$ cat config.mk
export PLATFORM = sky130hd
export DESIGN_NAME = icc_top
export DESIGN_NICKNAME = d
export VERILOG_FILES = /design/src/icc_pkg.sv /design/src/icc_edge.sv /design/src/icc_top.sv
export SDC_FILE = /design/constraint.sdc
export NUM_CORES = 1
export LEC_CHECK = 0
export ABC_CLOCK_PERIOD_IN_PS = 1850
export BUFFER_PORTS_ARGS = -buffer_cell sky130_fd_sc_hd__buf_4
export CORE_MARGIN = 5
export CORE_UTILIZATION = 51
export DETAILED_ROUTE_END_ITERATION = 6
export PLACE_DENSITY = 0.8
export SLEW_MARGIN = 40
export SYNTH_ARGS = -nofsm -noshare
export SYNTH_HDL_FRONTEND = slang
export SYNTH_HIERARCHICAL = 1
export SYNTH_SLANG_ARGS = --single-unit
$ cat constraint.sdc
create_clock -name ref_clk_i -period 1.85 [get_ports ref_clk_i]
set_input_delay 0.185 -clock ref_clk_i [delete_from_list [all_inputs] [get_ports ref_clk_i]]
set_output_delay 0.185 -clock ref_clk_i [all_outputs]
set_load 0.05 [all_outputs]
$ cat src/icc_pkg.sv
// Package for the interrupt control configuration block.
// Assumes a plain register port with 32-bit data and byte addresses.
package icc_pkg;
    localparam int ICC_AW = 8;
    localparam int ICC_DW = 32;
    // Control word base and atomic alias offsets
    localparam logic [7:0] ICC_CTRL_OFS = 8'h00;
    localparam logic [7:0] ICC_CLR_OFS = 8'h04;
    localparam logic [7:0] ICC_SET_OFS = 8'h08;
    localparam logic [7:0] ICC_INV_OFS = 8'h0C;
    // Field positions
    localparam int ICC_GAP_LSB = 16;
    localparam int ICC_GAP_W = 7;
    localparam int ICC_MULTI_VECTOR_SELECT_BIT = 12;
    localparam int ICC_THR_LSB = 8;
    localparam int ICC_THR_W = 3;
    localparam int ICC_EXT_N = 5;
    // Implemented bits of the control word
    localparam logic [31:0] ICC_CTRL_MASK = 32'h007F_171F;
    localparam logic [31:0] ICC_CTRL_RESET = 32'h0000_0000;
    // Smallest nonzero vector gap in bytes
    localparam logic [9:0] ICC_GAP_UNIT = 10'h008;
    localparam logic [2:0] ICC_THR_OFF = 3'h0;
    localparam logic [2:0] ICC_THR_ONE = 3'h1;

    // Register port request
    typedef struct packed {
        logic [ICC_AW-1:0] addr;
        logic [ICC_DW-1:0] wdata;
        logic wr;
        logic rd;
    } icc_req_t;

    // Decoded configuration
    typedef struct packed {
        logic multi_vector_select;
        logic [9:0] vector_gap_bytes;
        logic [2:0] proximity_timer_threshold;
        logic [ICC_EXT_N-1:0] ext_irq_polarity;
    } icc_cfg_t;

    typedef enum logic [1:0] {
        ICC_OP_WRITE = 2'b00,
        ICC_OP_CLR = 2'b01,
        ICC_OP_SET = 2'b10,
        ICC_OP_INV = 2'b11
    } icc_op_t;
endpackage : icc_pkg

$ cat src/icc_edge.sv
// Edge detector for one external interrupt input with selectable polarity.
// Assumes the input is already synchronous to ref_clk_i.
`timescale 1ns/1ps
module icc_edge (
    // Clock and reset
    input wire logic ref_clk_i,
    input wire logic rst_i,
    // Input and polarity
    input wire logic pin_i,
    input wire logic rising_i,
    // Detected edge
    output logic edge_o
);
    logic prev_reg;

    // Previous sample of the pin
    always_ff @(posedge ref_clk_i or posedge rst_i) begin
        if (rst_i) begin
            prev_reg <= 1'b0;
        end else begin
            prev_reg <= pin_i;
        end
    end

    // Edge pulse, direction picked by polarity
    always_ff @(posedge ref_clk_i or posedge rst_i) begin
        if (rst_i) begin
            edge_o <= 1'b0;
        end else if (rising_i) begin
            edge_o <= pin_i & ~prev_reg; // RULE_08
        end else begin
            edge_o <= ~pin_i & prev_reg; // RULE_08
        end
    end
endmodule // icc_edge

$ cat src/icc_top.sv
// Interrupt control configuration: global control word, alias writes,
// decoded vector gap, proximity timer start and external edge detection.
// Assumes a single-cycle register master and synchronous pin inputs.
// Notes on behaviour
// RULE_01: The seven-bit gap field is one-hot, zero means 0 bytes, bit n means 8<<n bytes.
// RULE_02: Software only writes the eight legal gap encodings.
// RULE_03: The gap field is ignored while single-vector mode is selected.
// RULE_04: Bit 12 set selects multivector mode, clear selects single-vector mode.
// RULE_05: Threshold codes 2 to 7 let any group priority at or below the code start the timer.
// RULE_06: Threshold code 1 lets only group priority 1 start the timer.
// RULE_07: Threshold code 0 disables the proximity timer start.
// RULE_08: Polarity bits 4 and 3 choose rising edge when 1, falling when 0.
// RULE_09: Polarity bits 2 to 0 choose rising edge when 1, falling when 0.
// RULE_10: Unimplemented control word bits always read as zero.
// RULE_11: The control word also answers at base plus 4, 8 and 12 for clear, set, invert.
// RULE_12: Priority and subpriority style registers reset to all zeros.
// RULE_13: Alias writes clear, set or toggle only the implemented bits written as one.
`timescale 1ns/1ps
module icc_top
    import icc_pkg::*;
#(
    parameter int EXT_N = icc_pkg::ICC_EXT_N
) (
    // Clock and reset
    input wire logic ref_clk_i,
    input wire logic rst_i,
    // Register port
    input wire logic [icc_pkg::ICC_AW-1:0] addr_i,
    input wire logic [icc_pkg::ICC_DW-1:0] wdata_i,
    input wire logic wr_i,
    input wire logic rd_i,
    output logic [icc_pkg::ICC_DW-1:0] rdata_o,
    // Interrupt request priority from the source arbitration
    input wire logic irq_valid_i,
    input wire logic [2:0] irq_group_prio_i,
    // External interrupt pins
    input wire logic [EXT_N-1:0] ext_irq_i,
    // Configuration to the CPU-facing vector logic
    output logic multi_vector_o,
    output logic [9:0] vector_gap_o,
    output logic [2:0] group_prio_o,
    // Proximity timer start and external edge events
    output logic prox_start_o,
    output logic [EXT_N-1:0] ext_edge_o
);
    import icc_pkg::*;

    icc_req_t req;
    icc_cfg_t cfg;
    logic [31:0] ctrl_reg;
    logic [31:0] ctrl_next;
    logic hit;
    icc_op_t op;
    logic [EXT_N-1:0] edge_w;

    // Bundle the request
    assign req = '{addr: addr_i, wdata: wdata_i, wr: wr_i, rd: rd_i};

    // Address decode shared by read and write paths
    function automatic logic ctrl_hit(input logic [ICC_AW-1:0] a);
        ctrl_hit = (a == ICC_CTRL_OFS) || (a == ICC_CLR_OFS) ||
                   (a == ICC_SET_OFS) || (a == ICC_INV_OFS); // RULE_11
    endfunction

    function automatic icc_op_t ctrl_op(input logic [ICC_AW-1:0] a);
        case (a)
            ICC_CLR_OFS: ctrl_op = ICC_OP_CLR;
            ICC_SET_OFS: ctrl_op = ICC_OP_SET;
            ICC_INV_OFS: ctrl_op = ICC_OP_INV;
            default: ctrl_op = ICC_OP_WRITE;
        endcase
    endfunction

    // One-hot gap field to byte spacing; reserved patterns give 0 bytes
    function automatic logic [9:0] gap_bytes(input logic [ICC_GAP_W-1:0] g);
        logic [9:0] r;
        r = 10'h000;
        for (int i = 0; i < ICC_GAP_W; i++) begin
            if (g == (ICC_GAP_W'(1) << i)) begin
                r = ICC_GAP_UNIT << i; // RULE_01
            end
        end
        gap_bytes = r;
    endfunction

    assign hit = ctrl_hit(req.addr);
    assign op = ctrl_op(req.addr);

    // Next value of the control word, alias ops touch only masked bits
    always_comb begin
        ctrl_next = ctrl_reg;
        if (req.wr && hit) begin
            case (op)
                ICC_OP_CLR: ctrl_next = ctrl_reg & ~(req.wdata & ICC_CTRL_MASK); // RULE_13
                ICC_OP_SET: ctrl_next = ctrl_reg | (req.wdata & ICC_CTRL_MASK); // RULE_13
                ICC_OP_INV: ctrl_next = ctrl_reg ^ (req.wdata & ICC_CTRL_MASK); // RULE_13
                default: ctrl_next = req.wdata & ICC_CTRL_MASK;
            endcase
        end
    end

    // Control word storage
    always_ff @(posedge ref_clk_i or posedge rst_i) begin
        if (rst_i) begin
            ctrl_reg <= ICC_CTRL_RESET; // RULE_12
        end else begin
            ctrl_reg <= ctrl_next;
        end
    end

    // Read data one cycle after the strobe; unmapped reads return zero
    always_ff @(posedge ref_clk_i or posedge rst_i) begin
        if (rst_i) begin
            rdata_o <= '0;
        end else if (req.rd && hit) begin
            rdata_o <= ctrl_reg & ICC_CTRL_MASK; // RULE_10
        end else begin
            rdata_o <= '0;
        end
    end

    // Decode fields from the stored word
    assign cfg.multi_vector_select = ctrl_reg[ICC_MULTI_VECTOR_SELECT_BIT]; // RULE_04
    assign cfg.vector_gap_bytes =
        gap_bytes(ctrl_reg[ICC_GAP_LSB +: ICC_GAP_W]);
    assign cfg.proximity_timer_threshold = ctrl_reg[ICC_THR_LSB +: ICC_THR_W];
    assign cfg.ext_irq_polarity = ctrl_reg[ICC_EXT_N-1:0];

    // Registered configuration outputs
    always_ff @(posedge ref_clk_i or posedge rst_i) begin
        if (rst_i) begin
            multi_vector_o <= 1'b0;
            vector_gap_o <= '0;
            group_prio_o <= '0;
        end else begin
            multi_vector_o <= cfg.multi_vector_select; // RULE_04
            // Gap means nothing in single-vector mode, so force it to zero
            vector_gap_o <= cfg.multi_vector_select ?
                cfg.vector_gap_bytes : 10'h000; // RULE_03
            group_prio_o <= irq_valid_i ? irq_group_prio_i : 3'h0;
        end
    end

    // Proximity timer start on qualifying group priority
    always_ff @(posedge ref_clk_i or posedge rst_i) begin
        if (rst_i) begin
            prox_start_o <= 1'b0;
        end else if (!irq_valid_i) begin
            prox_start_o <= 1'b0;
        end else begin
            case (cfg.proximity_timer_threshold)
                ICC_THR_OFF: prox_start_o <= 1'b0; // RULE_07
                ICC_THR_ONE: prox_start_o <= (irq_group_prio_i == ICC_THR_ONE); // RULE_06
                default: prox_start_o <=
                    (irq_group_prio_i <= cfg.proximity_timer_threshold); // RULE_05
            endcase
        end
    end

    // One edge detector per external input
    genvar gi;
    generate
        for (gi = 0; gi < EXT_N; gi++) begin : g_edge
            icc_edge u_edge (
                .ref_clk_i(ref_clk_i),
                .rst_i(rst_i),
                .pin_i(ext_irq_i[gi]),
                .rising_i(cfg.ext_irq_polarity[gi]), // RULE_09
                .edge_o(edge_w[gi])
            );
        end
    endgenerate

    // Retime edges so the top output comes from a flip-flop here too
    always_ff @(posedge ref_clk_i or posedge rst_i) begin
        if (rst_i) begin
            ext_edge_o <= '0;
        end else begin
            ext_edge_o <= edge_w;
        end
    end
endmodule // icc_top

==> summary.md <==
| Metric | Value |
|---|---|
| Maxcap violations | `0` |
| Pins over their slew limit | `0` |
| Clock skew | `0.00586 ns` |
| Finished Layout Cells | `441` |
| Register area | `0.00148 mm2` |
| Hold/Removal Path Class | `in -> reg` |
| All-Layer GR Usage | `16.5%` |
| Placed insts | `419` |
| F_max | `0.591 GHz` |
| Pre-CTS setup slack | `0.175 ns` |
| Status | `complete, no violations` |
| Vias per inst | `4.80` |
| Xor/xnor share of the synthesized area | `0%` |
| Drt wl/cell | `14.5 um` |
| Largest family of logic cells by synthesized area | `multiplexers` |
| Mux contribution to synthesized area | `14.0%` |
| Initial DRC Count | `50` |
| Pleak | `2.16 nW` |
| Die area | `0.00806 mm2` |
| Post_cts resized | `0` |
| Reg-to-reg critical path endpoint | `ctrl_reg[16]` |
| Sequential share of the synthesized area | `45.5%` |
| ANT nets after route | `0` |
| Worst path max stage delay | `0.47 ns` |
| Cell Area, Synth | `0.00325 mm2` |
| CTS tree | `yes` |
| Clk slew on worst S/H paths | `0.07 ns` |
| 1st-pass router iterations | `4` |
| Max stage delay cell, worst path | `dfrtp_1` |
| Starting Density | `51.7%` |
| Adder-cell share of the synthesized area | `13.5%` |
| CTS Buf Count | `9` |
| Area grow syn2layout | `24.8%` |
| Final #Nets | `447` |
| Clk sinks | `59` |
| Latest clock arrival within the worst-skew pair | `0.33 ns` |
| Worst setup margin | `0.159 ns` |
| Rows | `29` |
| Final hold violation count | `0` |
| Placed wire-length estimate | `4.57 mm` |
| I/O pin total | `105` |
| Worst EP required | `2.07 ns` |
| CP Launch Type | `register` |
| Setup TNS | `0 ns` |
| Most frequent cells in the layout | `buf_4, dfrtp_1, inv_1` |
| Critical Path End | `ctrl_reg[16]` |
| Critical path origin | `ctrl_reg[16]` |
| CP cell instances | `inv_1, ha_1, mux4_2, mux2_4` |
| Synthesis-stage register bit count | `59` |
| Routability congestion estimate from global placement | `0.748` |
| CP arrival | `1.91 ns` |
| Core Region | `0.00628 mm2` |
| Layout cells sized above 1 | `33.5%` |
| Peak VDD IR | `0.577 mV` |
| Power density cells | `842 mW/mm2` |
| Syn_area_per_cell | `11.7 um2` |
| Leading cell type in the layout, fill and taps excluded | `buf_4` |
| Fill cell count | `485` |
| # DRC | `0` |
| GRT overflow | `0` |
| Reg2Reg Depth | `4` |
| Yosys warning total | `6` |
| Kind of critical path | `reg -> reg` |
| Antenna violations before repair | `0` |
| Die width | `89.8 um` |
| Multi-input logic area | `0.00146 mm2` |
| R2r setup slk | `0.16 ns` |
| Worst r2r src | `ctrl_reg[16]` |
| Root buffer cell | `clkbuf_8` |
| Compound-gate portion of the synthesized area | `4.82%` |
| Port bufs | `69` |
| Largest net degree at the start of global routing | `41` |
| Count of cell types in the netlist | `28` |
| Endpoint class of the critical path | `register` |
| Final min period | `1.69 ns` |
| Overall Power | `3.41 mW` |
| First-pass GRT wire length | `10.7 mm` |
| Critical path peak fanout | `7` |
| Simple-Gate Fraction of Synth Area | `10.3%` |
| Vias | `2,119` |
| H-Tree Depth | `3` |
| Final wirelength | `6.38 mm` |
| Final setup vio count | `0` |
| Final worst path period share | `91.4%` |
| Antenna cell count | `0` |
| RSZ-0062 raised after global routing | `false` |
| Die Y | `89.8 um` |
| Number of global-route vias before repair | `2,269` |
| CTS Buffer Depth | `2` |
| Mapped Cells | `277` |
[layout make-up]
| class | instances | area share, % |
|---|---|---|
| well taps | 77 | 2.38 |
| flip-flops and latches | 59 | 36.4 |
| multi-input cells | 158 | 35.9 |
| clock inverters | 5 | 1.91 |
| inverters | 52 | 4.82 |
| repair buffers | 79 | 15.3 |
| clock buffers | 11 | 3.24 |
[critical path, delay by kind of cell, from the launching register on]
| family | cells | cell delay, ns |
|---|---|---|
| DFF | 1 | 0.47 |
| muxes | 2 | 0.74 |
| buffers and inverters | 1 | 0.10 |
| adders and majority gates | 1 | 0.27 |
[worst min path at each step]
stage | startpoint | endpoint | slack (ns) | cells after the start
CTS | irq_group_prio_i[0] | group_prio_o[0] | 0.08 | 2
detailed placement | rst_i | g_edge[3].u_edge/prev_reg | 0.09 | 2
global route | irq_valid_i | group_prio_o[1] | 0.08 | 2
global placement | rst_i | g_edge[1].u_edge/prev_reg | 0.09 | 2
floorplan | rst_i | g_edge[0].u_edge/edge_o | -0.07 | 1
finish | irq_group_prio_i[0] | group_prio_o[0] | 0.09 | 2
[routing by layer]
layer	wire (um)	GRT usage [%]
met4	94	5.54
met1	2640	19.7
met2	3220	27.9
met5	0	0
met3	431	5.51
[stage by stage]
step	hold slack, ns	util, %	instance area (um2)
finish	0.0892	64.6	4050
global route	0.0814	64.6	4050
CTS	0.0776	64.6	4050
detailed placement	0.0929	60.3	3780
global placement	0.0940	60.3	3780
floorplan	-0.0738	-	3320
[power breakdown]
| part | leakage (nW) | total [mW] | switching, mW | internal [mW] |
|---|---|---|---|---|
| registers | 0.789 | 1.46 | 0.0873 | 1.38 |
| clock network | 0.103 | 1.25 | 0.493 | 0.755 |
| logic | 1.27 | 0.700 | 0.404 | 0.296 |
| total | 2.16 | 3.41 | 0.984 | 2.43 |
[Yosys cell counts (all sizes together)]
| cell | count | area (um2) |
|---|---|---|
| and3 | 1 | 7.51 |
| o21a | 1 | 7.51 |
| nand2b | 5 | 31.3 |
| ha | 35 | 438 |
| o21ai | 9 | 45.0 |
| nor2 | 2 | 7.51 |
| nand3 | 3 | 27.5 |
| inv | 52 | 195 |
| conb | 1 | 3.75 |
| dfrtp | 59 | 1480 |
| o211ai | 3 | 22.5 |
| nand2 | 16 | 60.1 |
| o221ai | 1 | 8.76 |
| and2 | 19 | 119 |
| clkbuf | 1 | 5.00 |
| nor3 | 6 | 30.0 |
| nor4 | 5 | 46.3 |
| buf | 25 | 184 |
| o22ai | 5 | 62.6 |
| nor2b | 1 | 6.26 |
| mux2 | 13 | 161 |
| mux4 | 13 | 293 |
| o311a | 1 | 10.0 |
[cells by family after synthesis]
family | Yosys count
compound gates | 20
fa+ha+maj | 35
buf+inv | 78
flops | 59
mux | 26
other cells | 1
simple gates | 58
[what timing repair did]
item	in CTS	in global routing
buffers inserted	0	0
hold buffers	6	0
endpoints found under the hold margin	24	0
No activity file was read; power rests on OpenSTA's default activity.
